`config.mk`:
```
export PLATFORM = sky130hd
export DESIGN_NAME = ccm_manager_flat
export DESIGN_NICKNAME = d
export VERILOG_FILES = /design/src/pkg/ccm_pkg.sv /design/src/pkg/ccm_link_if.sv /design/src/logic/ccm_manager.sv /design/src/flat_wrapper.sv
export SDC_FILE = /design/constraint.sdc
export NUM_CORES = 1
export LEC_CHECK = 0
export ABC_CLOCK_PERIOD_IN_PS = 44200
export BUFFER_PORTS_ARGS = -buffer_cell sky130_fd_sc_hd__buf_2
export CORE_ASPECT_RATIO = 2
export CORE_MARGIN = 5
export CORE_UTILIZATION = 60
export DETAILED_ROUTE_END_ITERATION = 7
export PLACE_DENSITY = 0.86
export SYNTH_ARGS = -nofsm -noshare
export SYNTH_HDL_FRONTEND = slang
export SYNTH_SLANG_ARGS = --single-unit
```
`constraint.sdc`:
```
create_clock -name clk -period 44.2 [get_ports clk]
set_clock_uncertainty 0.1 [all_clocks]
set_input_delay 8.84 -clock clk [delete_from_list [all_inputs] [get_ports clk]]
set_output_delay 8.84 -clock clk [all_outputs]
set_load 0.02 [all_outputs]
```
`src/pkg/ccm_pkg.sv`:
```
// Constants shared by the completion credit manager ends.
// Assumes one user clock for both ends and a 32-bit APB on the manager.
package ccm_pkg;
  // ===========================================================
  // Reserved completion space
  localparam logic [9:0] HDR_CAP          = 10'd36;
  localparam logic [9:0] DATA_CAP_GOOD_S  = 10'd77;
  localparam logic [9:0] DATA_CAP_GOOD_M  = 10'd154;
  localparam logic [9:0] DATA_CAP_GOOD_L  = 10'd308;
  localparam logic [9:0] DATA_CAP_HIGH_S  = 10'd154;
  localparam logic [9:0] DATA_CAP_HIGH_M  = 10'd308;
  localparam logic [9:0] DATA_CAP_HIGH_L  = 10'd616;
  // Capability payload codes: 0=128 1=256 2=512 3=1024
  localparam logic [1:0] MPS_512          = 2'h2;
  localparam logic [1:0] MPS_1024         = 2'h3;
  // ===========================================================
  // Configuration field positions
  localparam int         MRS_HI           = 14;
  localparam int         MRS_LO           = 12;
  localparam int         RCB_BIT          = 3;
  localparam logic [2:0] MRS_MAX_CODE     = 3'h5;
  localparam logic [8:0] MRS_BASE_CRED    = 9'h008;
  localparam logic [12:0] MRS_BASE_BYTES  = 13'h0080;
  localparam logic [7:0] RCB_BYTES_0      = 8'h40;
  localparam logic [7:0] RCB_BYTES_1      = 8'h80;
  localparam logic [3:0] RCB_CRED_0       = 4'h4;
  localparam logic [3:0] RCB_CRED_1       = 4'h8;
  localparam logic [4:0] CRED_BYTES       = 5'h10;
  localparam logic [2:0] DIGEST_BYTES     = 3'h4;
  // ===========================================================
  // APB register offsets (byte addresses)
  localparam logic [7:0] REG_CTRL         = 8'h00;
  localparam logic [7:0] REG_REQ_ADDR     = 8'h04;
  localparam logic [7:0] REG_REQ_LEN      = 8'h08;
  localparam logic [7:0] REG_STATUS       = 8'h0c;
  localparam logic [7:0] REG_PENDING      = 8'h10;
  localparam logic [7:0] REG_CAPACITY     = 8'h14;
  // CTRL fields
  localparam int         CTRL_METHOD_LO   = 0;
  localparam int         CTRL_USE_CFG     = 4;
  localparam int         CTRL_NODATA      = 5;
  localparam int         CTRL_GO          = 8;
  localparam logic [31:0] CTRL_RESET      = 32'h0000_0000;
  // Count-method cap at 128 B request, 64 B boundary, good level
  localparam logic [7:0] NP_LIMIT_DEF     = 8'h09;

  typedef enum logic [2:0] {
    CCM_REQ_COUNT   = 3'b000,
    CCM_PER_PACKET  = 3'b001,
    CCM_PER_BOUND   = 3'b010,
    CCM_PER_DATA    = 3'b011,
    CCM_LINE_RATE   = 3'b100
  } ccm_method_e;
endpackage

```
`src/pkg/ccm_link_if.sv`:
```
// Link between the endpoint credit side and the request manager.
// Assumes both ends run on the core user clock.
`timescale 1ns/1ps
`default_nettype none
interface ccm_link_if (
  input wire logic clk,
  input wire logic nrst
);
  logic [15:0] dev_control;     // Max request size in [14:12]
  logic [15:0] link_control;    // Completion boundary in [3]
  logic [9:0]  hdr_capacity;
  logic [9:0]  data_capacity;
  logic        cpl_unlimited;   // Infinite completion credits advertised
  logic        digest_kept;     // Incoming digests not stripped
  logic        req_valid;       // Non-posted request sent
  logic [9:0]  req_hdr;
  logic [9:0]  req_data;
  logic        cpl_valid;       // Completion seen; credits returned only with cpl_done
  logic [9:0]  cpl_hdr;
  logic [9:0]  cpl_data;
  logic        cpl_done;        // Request completely satisfied
  logic        rx_ready;        // Receive side not stalled

  modport endpoint (
    input  clk, nrst, req_valid, req_hdr, req_data, rx_ready,
    output dev_control, link_control, hdr_capacity, data_capacity,
    output cpl_unlimited, digest_kept, cpl_valid, cpl_hdr, cpl_data,
    output cpl_done
  );
  modport manager (
    input  clk, nrst, dev_control, link_control, hdr_capacity,
    input  data_capacity, cpl_unlimited, digest_kept, cpl_valid,
    input  cpl_hdr, cpl_data, cpl_done,
    output req_valid, req_hdr, req_data, rx_ready
  );
endinterface
`default_nettype wire

```
`src/logic/ccm_manager.sv`:
```
// Request manager: APB programmed, computes completion credit needs
// of each non-posted request and gates issue by method: free space, request count, or not at all at line rate.
// Assumes the endpoint link and APB share clk.
//
// Added by the designer: the address map and register access over APB.
`timescale 1ns/1ps
`default_nettype none
module ccm_manager (
  ccm_link_if.manager       lnk,
  input  wire logic         psel,
  input  wire logic         penable,
  input  wire logic         pwrite,
  input  wire logic [7:0]   paddr,
  input  wire logic [31:0]  pwdata,
  output logic [31:0]       prdata,
  output logic              pready,
  output logic              pslverr
);
  typedef struct packed {
    logic [31:0] ctrl;
    logic [31:0] addr;
    logic [12:0] len;
    logic [9:0]  pend_h;
    logic [9:0]  pend_d;
    logic [7:0]  np_cnt;
    logic        req_v;
    logic [9:0]  req_h;
    logic [9:0]  req_d;
    logic        blocked;
    logic        too_long;
    logic        issued;
    logic [31:0] rdata;
    logic        rdy;
    logic        err;
  } ccm_mg_s;

  ccm_mg_s st_q, st_d;

  logic [2:0]  method;
  logic [12:0] rcb_b;
  logic [9:0]  rcb_c;
  logic [12:0] mrs_b;
  logic [9:0]  mrs_c;
  logic [13:0] span_h;
  logic [13:0] span_d;
  logic [9:0]  need_h;
  logic [9:0]  need_d;
  logic [9:0]  np_max;
  logic [9:0]  pkt_h;
  logic [9:0]  pkt_d;
  logic [9:0]  fh;
  logic [9:0]  fd;
  logic [12:0] eff_len;
  logic        fits;
  logic        access;

  // ===========================================================
  // Credit need of the request held in the address/length registers
  always_comb begin
    method = st_q.ctrl[ccm_pkg::CTRL_METHOD_LO +: 3];
    if (st_q.ctrl[ccm_pkg::CTRL_USE_CFG]) begin
      rcb_b = lnk.link_control[ccm_pkg::RCB_BIT] ? 13'(ccm_pkg::RCB_BYTES_1)
                                                 : 13'(ccm_pkg::RCB_BYTES_0);
      rcb_c = lnk.link_control[ccm_pkg::RCB_BIT] ? 10'(ccm_pkg::RCB_CRED_1)
                                                 : 10'(ccm_pkg::RCB_CRED_0);
      if (lnk.dev_control[ccm_pkg::MRS_HI:ccm_pkg::MRS_LO]
          > ccm_pkg::MRS_MAX_CODE) begin
        mrs_b = ccm_pkg::MRS_BASE_BYTES; // Reserved codes fall back
        mrs_c = 10'(ccm_pkg::MRS_BASE_CRED);
      end else begin
        mrs_b = ccm_pkg::MRS_BASE_BYTES
                << lnk.dev_control[ccm_pkg::MRS_HI:ccm_pkg::MRS_LO];
        mrs_c = 10'(ccm_pkg::MRS_BASE_CRED)
                << lnk.dev_control[ccm_pkg::MRS_HI:ccm_pkg::MRS_LO];
      end
    end else begin
      rcb_b = 13'(ccm_pkg::RCB_BYTES_0);
      rcb_c = 10'(ccm_pkg::RCB_CRED_0);
      mrs_b = ccm_pkg::MRS_BASE_BYTES;
      mrs_c = 10'(ccm_pkg::MRS_BASE_CRED);
    end
    eff_len = st_q.len + (lnk.digest_kept ? 13'(ccm_pkg::DIGEST_BYTES)
                                          : 13'h0000);
    // Boundary blocks spanned; aligned inner completions assumed
    span_h = 14'((st_q.addr[12:0] & (rcb_b - 13'h0001))) + 14'(eff_len)
             + 14'(rcb_b) - 14'h0001;
    need_h = 10'(span_h >> (rcb_b == 13'(ccm_pkg::RCB_BYTES_1) ? 7 : 6));
    span_d = 14'(st_q.addr[3:0]) + 14'(eff_len) + 14'h000f;
    need_d = st_q.ctrl[ccm_pkg::CTRL_NODATA] ? 10'h000 : 10'(span_d >> 4);
    // Per boundary method reserves data in whole boundary blocks
    if (method == ccm_pkg::CCM_PER_BOUND) begin
      need_d = st_q.ctrl[ccm_pkg::CTRL_NODATA] ? 10'h000 : 10'(need_h * rcb_c);
    end
    pkt_h = 10'(({3'h0, mrs_b} + {3'h0, rcb_b} - 16'h0001) / {3'h0, rcb_b});
    pkt_d = mrs_c;
    np_max = 10'(lnk.hdr_capacity / pkt_h);
    if (10'(lnk.data_capacity / pkt_d) < np_max) begin
      np_max = 10'(lnk.data_capacity / pkt_d);
    end
    fh = 10'(st_q.pend_h + need_h);
    fd = 10'(st_q.pend_d + need_d);
    unique case (method)
      ccm_pkg::CCM_REQ_COUNT:
        fits = {2'h0, st_q.np_cnt} < np_max;
      ccm_pkg::CCM_LINE_RATE:
        fits = 1'b1;
      default:
        fits = fh <= lnk.hdr_capacity && fd <= lnk.data_capacity;
    endcase
  end

  // ===========================================================
  // APB slave and issue logic
  always_comb begin
    st_d = st_q;
    access = psel && penable && !st_q.rdy;
    st_d.rdy = access;
    st_d.err = 1'b0;
    st_d.req_v = 1'b0;
    if (access) begin
      unique case (paddr)
        ccm_pkg::REG_CTRL: st_d.rdata = st_q.ctrl;
        ccm_pkg::REG_REQ_ADDR: st_d.rdata = st_q.addr;
        ccm_pkg::REG_REQ_LEN: st_d.rdata = {19'h0, st_q.len};
        ccm_pkg::REG_STATUS: st_d.rdata = {27'h0, lnk.cpl_unlimited,
          st_q.too_long, st_q.blocked, fits, st_q.issued};
        ccm_pkg::REG_PENDING: st_d.rdata = {4'h0, st_q.np_cnt,
          st_q.pend_d, st_q.pend_h};
        ccm_pkg::REG_CAPACITY: st_d.rdata = {12'h0, lnk.data_capacity,
          lnk.hdr_capacity};
        default: begin
          st_d.rdata = 32'h0000_0000;
          st_d.err = 1'b1;
        end
      endcase
      if (pwrite) begin
        unique case (paddr)
          ccm_pkg::REG_CTRL: st_d.ctrl = {23'h0, 1'b0, pwdata[7:0]};
          ccm_pkg::REG_REQ_ADDR: st_d.addr = pwdata;
          ccm_pkg::REG_REQ_LEN: st_d.len = pwdata[12:0];
          default: st_d.err = 1'b1;
        endcase
        if (paddr == ccm_pkg::REG_CTRL && pwdata[ccm_pkg::CTRL_GO]) begin
          // Status flags tell the outcome of the last GO until the next
          st_d.issued = 1'b0;
          st_d.blocked = 1'b0;
          st_d.too_long = 1'b0;
          if (st_q.len > mrs_b) begin
            st_d.too_long = 1'b1;
          end else if (fits) begin
            st_d.req_v = 1'b1;
            st_d.req_h = need_h;
            st_d.req_d = need_d;
            st_d.issued = 1'b1;
          end else begin
            st_d.blocked = 1'b1;
          end
        end
      end
    end
    // Allocation and release in one cycle both apply
    if (st_d.req_v && method != ccm_pkg::CCM_LINE_RATE) begin
      st_d.pend_h = 10'(st_d.pend_h + need_h);
      st_d.pend_d = 10'(st_d.pend_d + need_d);
      st_d.np_cnt = 8'(st_d.np_cnt + 8'h01);
    end
    // Line rate allocates nothing; a method change with requests out
    // leaves the counters stale, so change it only when idle
    if (lnk.cpl_valid && lnk.cpl_done
        && method != ccm_pkg::CCM_LINE_RATE) begin
      st_d.pend_h = 10'(st_d.pend_h - lnk.cpl_hdr);
      st_d.pend_d = 10'(st_d.pend_d - lnk.cpl_data);
      if (st_d.np_cnt != 8'h00) begin
        st_d.np_cnt = 8'(st_d.np_cnt - 8'h01);
      end
    end
  end

  always_ff @(posedge lnk.clk or negedge lnk.nrst) begin
    if (!lnk.nrst) begin
      st_q <= '0;
    end else begin
      st_q <= st_d;
    end
  end

  assign lnk.req_valid = st_q.req_v;
  assign lnk.req_hdr   = st_q.req_h;
  assign lnk.req_data  = st_q.req_d;
  assign lnk.rx_ready  = 1'b1;
  assign prdata        = st_q.rdata;
  assign pready        = st_q.rdy;
  assign pslverr       = st_q.err;
endmodule
`default_nettype wire

```
`src/flat_wrapper.sv`:
```
// flat-port wrapper written by rule: the top's interface ports become plain ports
module ccm_manager_flat 
  (psel, penable, pwrite, paddr, pwdata, prdata, pready, pslverr, clk, nrst, lnk_dev_control, lnk_link_control, lnk_hdr_capacity, lnk_data_capacity, lnk_cpl_unlimited, lnk_digest_kept, lnk_cpl_valid, lnk_cpl_hdr, lnk_cpl_data, lnk_cpl_done, lnk_req_valid, lnk_req_hdr, lnk_req_data, lnk_rx_ready);
  ccm_link_if lnk_i (.clk(clk), .nrst(nrst));
  input  wire logic psel;
  input  wire logic penable;
  input  wire logic pwrite;
  input  wire logic [7:0] paddr;
  input  wire logic [31:0] pwdata;
  output logic [31:0] prdata;
  output logic pready;
  output logic pslverr;
  input wire logic clk;
  input wire logic nrst;
  input wire logic [$bits(lnk_i.dev_control)-1:0] lnk_dev_control;
  input wire logic [$bits(lnk_i.link_control)-1:0] lnk_link_control;
  input wire logic [$bits(lnk_i.hdr_capacity)-1:0] lnk_hdr_capacity;
  input wire logic [$bits(lnk_i.data_capacity)-1:0] lnk_data_capacity;
  input wire logic [$bits(lnk_i.cpl_unlimited)-1:0] lnk_cpl_unlimited;
  input wire logic [$bits(lnk_i.digest_kept)-1:0] lnk_digest_kept;
  input wire logic [$bits(lnk_i.cpl_valid)-1:0] lnk_cpl_valid;
  input wire logic [$bits(lnk_i.cpl_hdr)-1:0] lnk_cpl_hdr;
  input wire logic [$bits(lnk_i.cpl_data)-1:0] lnk_cpl_data;
  input wire logic [$bits(lnk_i.cpl_done)-1:0] lnk_cpl_done;
  output wire logic [$bits(lnk_i.req_valid)-1:0] lnk_req_valid;
  output wire logic [$bits(lnk_i.req_hdr)-1:0] lnk_req_hdr;
  output wire logic [$bits(lnk_i.req_data)-1:0] lnk_req_data;
  output wire logic [$bits(lnk_i.rx_ready)-1:0] lnk_rx_ready;
  assign lnk_i.dev_control = lnk_dev_control;
  assign lnk_i.link_control = lnk_link_control;
  assign lnk_i.hdr_capacity = lnk_hdr_capacity;
  assign lnk_i.data_capacity = lnk_data_capacity;
  assign lnk_i.cpl_unlimited = lnk_cpl_unlimited;
  assign lnk_i.digest_kept = lnk_digest_kept;
  assign lnk_i.cpl_valid = lnk_cpl_valid;
  assign lnk_i.cpl_hdr = lnk_cpl_hdr;
  assign lnk_i.cpl_data = lnk_cpl_data;
  assign lnk_i.cpl_done = lnk_cpl_done;
  assign lnk_req_valid = lnk_i.req_valid;
  assign lnk_req_hdr = lnk_i.req_hdr;
  assign lnk_req_data = lnk_i.req_data;
  assign lnk_rx_ready = lnk_i.rx_ready;
  ccm_manager u_core (.lnk(lnk_i), .psel(psel), .penable(penable), .pwrite(pwrite), .paddr(paddr), .pwdata(pwdata), .prdata(prdata), .pready(pready), .pslverr(pslverr));
endmodule
```
[After elaboration in Yosys (flattened, before gate mapping)]
Cells that the tools add are included.
Word-level totals
  output and inout port bits: 56
  logic and storage cells: 104
  bits in registers: 139
Operators by class
  bitwise gates (word level): 2
  mux-type cells: 32
  add/subtract/negate cells: 15
  order comparisons: 6
  reduce and logical (&&, ||, !) cells: 18
  multiply operators: 1
  div/mod/pow operators: 3
  shift-type cells: 3
  eq/ne operators: 9
Operator list (count)
  $pmux 32 s6: 1
  $mux 10: 7
  $mux 28: 2
  $mux 56: 1
  $mux 24: 2
  $mux 13: 3
  $shr 14x32->10: 1
  $add 14x13->14: 2
  $mux 22: 1
  $mux 21: 1
  $add 10x10->10: 2
  $div 10x10->10: 2
  $le 10x10->1: 2
  $sub 10x10->10: 2
  $div 16x13->16: 1
  $eq 8x4->1 const B: 2
  $eq 8x5->1 const B: 2
  $mux 8: 2
  $sub 16x1->16 const B: 1
  $add 13x13->14: 1
  $add 14x4->14 const B: 1
  $add 4x13->14: 1
  $and 13x14->14: 1
  $sub 13x1->14 const B: 1
  30 further kinds: 47

[Longest topological paths before layout]
  depth after elaboration: 25
  gate-level depth with buffers: 196
  gate-level depth less buffers: 186

[Least setup slack after synthesis]
OpenSTA, ideal clock, no wires.
  path kind: input -> register
  from: input lnk_link_control[3]
  to: register u_core.st_q[85] (netlist name)
  path buffers: 9
  path slack: -0.385 ns
  required time: 43.975 ns
  setup time: 0.125 ns
  cell stages on the path: 183
  arrival time: 44.360 ns
  cell sequence: nand2_1 -> inv_1 -> clkbuf_1 -> ha_1 -> ha_1 -> nand4bb_2 -> nor3_2 -> nor2_1 -> inv_1 -> ha_1 -> a21boi_1 -> nor2_1 -> mux2_2 -> ha_1 -> o21a_1 -> a2111oi_0 -> a211o_2 -> ha_1 -> [147 not listed] -> o41ai_4 -> and2_1 -> buf_2 -> buf_2 -> mux2_2 -> ha_1 -> and2_1 -> o21ai_0 -> nand2b_1 -> and2_1 -> o21a_1 -> nor2_1 -> o21bai_1 -> a21oi_1 -> xnor2_1 -> nor2_1 -> xnor2_1 -> xnor2_1
RTL lines
  start, declared: RTL line flat_wrapper.sv:16  | input wire logic [$bits(lnk_i.link_control)-1:0] lnk_link_control;
  end signal, assigned: RTL line ccm_manager.sv:183  | st_q <= st_d;
  end, declared: RTL line ccm_manager.sv:37  | ccm_mg_s st_q, st_d;

==> flow_metrics.py <==
metrics = {
    "outcome": {
        "status": "finished, final reports clean",
    },
    "global_route": {
        "grt_max_degree": 75,
        "grt.overflow.total": 0,
        "antenna_found_initial": 1,
        "grt_pass1_wl_um": 80400,
        "grt_util_all_layers_pct": 32.7,
        "grt_pass1_vias": 16019,
    },
    "floorplanning": {
        "fp.dieW_um": 126,
        "pin_count": 177,
        "die_area_mm2": 0.0306,
        "core_mm2": 0.0268,
        "start_util_pct": 60.5,
        "die_h_um": 243,
        "rows": 85,
    },
    "setup_path": {
        "slowest_delay_ns": 0.48,
        "worstPathArrival_ns": 42.75,
        "worstSetupStartpointType": "primary input",
        "path_max_fanout": 12,
        "reg2reg_depth": 184,
        "endpoint_kind": "flip-flop",
        "r2r_start": "u_core.st_q[135]",
        "crit_path_frequent_cell": "o21a_1",
        "rrSetupSlack_ns": 9.66,
        "slowest_stage": "or4b_4",
        "regToRegEndpoint": "u_core.st_q[85]",
        "critPathKind": "primary input to flip-flop",
        "cp.required_ns": 44.46,
    },
    "routing": {
        "viasPerCell": 6.34,
        "route.detailed.drc": 0,
        "antenna_left": 0,
        "drt_pre_antenna_iters": 6,
        "drtIter0Drc": 1303,
        "num_vias": 15467,
        "wl_um": 51600,
        "post_drt_wl_per_cell_um": 21.1,
    },
    "min_path": {
        "whs_path_depth": 2,
        "hp-class": "flip-flop to flip-flop",
        "min_from": "u_core.prdata[18]",
        "min_to": "u_core.prdata[18]",
    },
    "synth": {
        "ys_seq_area_share_pct": 21.1,
        "syn_inst": 1958,
        "synth.most_common_cell": "ha_1",
        "synth_cell_type_count": 104,
        "synth_area_leaders": "dfrtp_1 (21%), ha_1 (19%), mux2_2 (6.0%)",
        "syn_area_per_cell_um2": 8.29,
        "ys.flop_type": "dfrtp_1",
        "yosysTopAreaCell": "dfrtp_1",
        "synth_top_area_share_pct": 21.1,
        "synth_edf_count": 0,
        "yosysWarnings": 0,
        "synth_commonest_cells": "ha_1 (243), nand2_1 (181), nor2_1 (155), dfrtp_1 (137), inv_1 (134)",
        "ys_async_sr_fraction_pct": 100,
        "netlist_area_mm2": 0.0162,
        "synth-seq-cells": 137,
    },
    "cells_and_area": {
        "drive_gt1_share_pct": 21.2,
        "nNetsFinal": 2451,
        "fillers": 2122,
        "instances_no_fill": 2441,
        "syn_to_final_growth_pct": 11.7,
    },
    "clocking": {
        "cts-root-buf": "clkbuf_16",
        "clock_latency_ns": 0.45,
        "numCtsBuffers": 17,
        "cts.sinks": 137,
        "cts_buffer_depth": 2,
        "clkTransAtPathRegs_ns": 0.07,
        "htreeDepth": 4,
        "cts_tree": "yes",
    },
    "sta": {
        "worstMarginPinSlew_ns": 1.26,
        "max_slew_margin_pct": 15.1,
        "final-setup-viol-count": 0,
        "slew_violations": 0,
        "period_minus_slack_ns": 42.49,
        "hold_violations": 0,
        "period_share_pct": 96.1,
        "finalSetupTns_ns": 0,
        "worst_slack_ns": 1.71,
        "fmax_ghz": 0.0235,
        "timing.hold.ws_ns": 0.376,
    },
    "placed_design": {
        "gp_congestion": 1.05,
        "placement.io_buffers": 145,
        "dpl.cell_count": 2380,
        "place_hpwl_um": 40800,
        "dp_slack_ns": -0.940,
    },
    "flow_run": {
        "cap_violations": 0,
    },
}
## how the worst max path moves through the flow
stage                            endpoint           startpoint  cells after the start  slack, ns
after floorplan           u_core.st_q[85]  lnk_link_control[3]                    183       0.40
after global placement    u_core.st_q[85]  lnk_dev_control[13]                    182       0.12
after detailed placement  u_core.st_q[85]  lnk_dev_control[13]                    182      -0.94
after CTS                 u_core.st_q[85]  lnk_dev_control[13]                    181      0.009
after global routing      u_core.st_q[85]  lnk_dev_control[13]                    187      -0.32
final                     u_core.st_q[85]  lnk_dev_control[13]                    187       1.71
## area by class of cell
type | instances | area (µm²) | area share, %
multi-input cells | 1570 | 11900 | 65.6
flip-flops and latches | 137 | 3430 | 18.9
repair buffers | 217 | 1280 | 7.08
inverters | 136 | 513 | 2.83
well taps | 348 | 435 | 2.40
clock buffers | 17 | 425 | 2.35
clock inverters | 15 | 144 | 0.794
diodes | 1 | 2.50 | 0.0138
## what timing repair did
action	4_1_cts	5_1_grt
resized for setup	5	72
hold buffers	0	0
pin swaps	0	23
setup endpoints to repair	6	50
buffers inserted	0	28
## per-stage QoR
stage / instance area [µm²] / utilization, %
CTS: 17600 / 65.8
finish: 18100 / 67.6
global placement: 17100 / 63.7
global route: 18100 / 67.6
detailed placement: 17100 / 63.7
floorplan: 16300 / -
## metal layers
metal  track usage [%]  vias up  share of wire (%)
met2              58.6      671                 51
met4              30.7        0                 11
met5                 0        -                  0
met3              4.50      284                5.0
met1              31.3     7343                 33
li1                  -     7169                  -
## state kept, by name, summed over array words and instances (netlist names)
signal	count
u_core.lnk.req_data	10
u_core.pready	1
u_core.lnk.req_hdr	8
u_core.lnk.req_valid	1
u_core.prdata	32
u_core.method	3
u_core.pslverr	1
u_core.st_q	81
## logic make-up (layout without fill, tap and decap cells)
| kind of cell | after synthesis | in the layout | share of synthesized area [%] |
|---|---|---|---|
| buffers and inverters | 262 | 385 | 7.55 |
| and+or+nand+nor | 599 | 599 | 17.7 |
| other | 2 | 14 | 0.0463 |
| muxes | 123 | 123 | 8.30 |
| xor gates and xnor gates | 87 | 87 | 4.70 |
| DFF | 137 | 137 | 21.1 |
| AOI/OAI and AO/OA | 497 | 497 | 20.8 |
| adders and majority gates | 251 | 251 | 19.7 |
## placed cells by master, fill, tap and decap left out, drive strengths merged, types with 7 or more instances in the layout
cell type,instances
nor3b,7
nand4,15
ha,243
o22ai,14
nand2,181
nor4,9
o31ai,25
nand2b,25
xnor2,57
conb,13
buf,215
o21ai,112
nand3,35
o21a,71
dfrtp,137
clkbuf,19
or3,15
o211ai,10
a211oi,7
a21oi,121
or2,18
fa,8
and2,21
inv,147
a21o,37
nor3,72
mux2i,34
mux2,89
a31oi,8
nor2b,20
a221oi,8
a22oi,15
o21bai,16
xor2,30
and3,13
nor2,155
## worst max-delay path, delay by kind of cell
family                   cells  cell delay [ns]
AO/OA/AOI/OAI               89            15.23
XOR/XNOR                     3             0.50
adder cells (fa/ha/maj)     24             6.89
buffers and inverters        9             1.37
multiplexers                 6             1.73
AND/OR/NAND/NOR             56             8.16
Power is not shown: default switching activity piles up to over one toggle a cycle in this logic, so the estimate is an artifact.
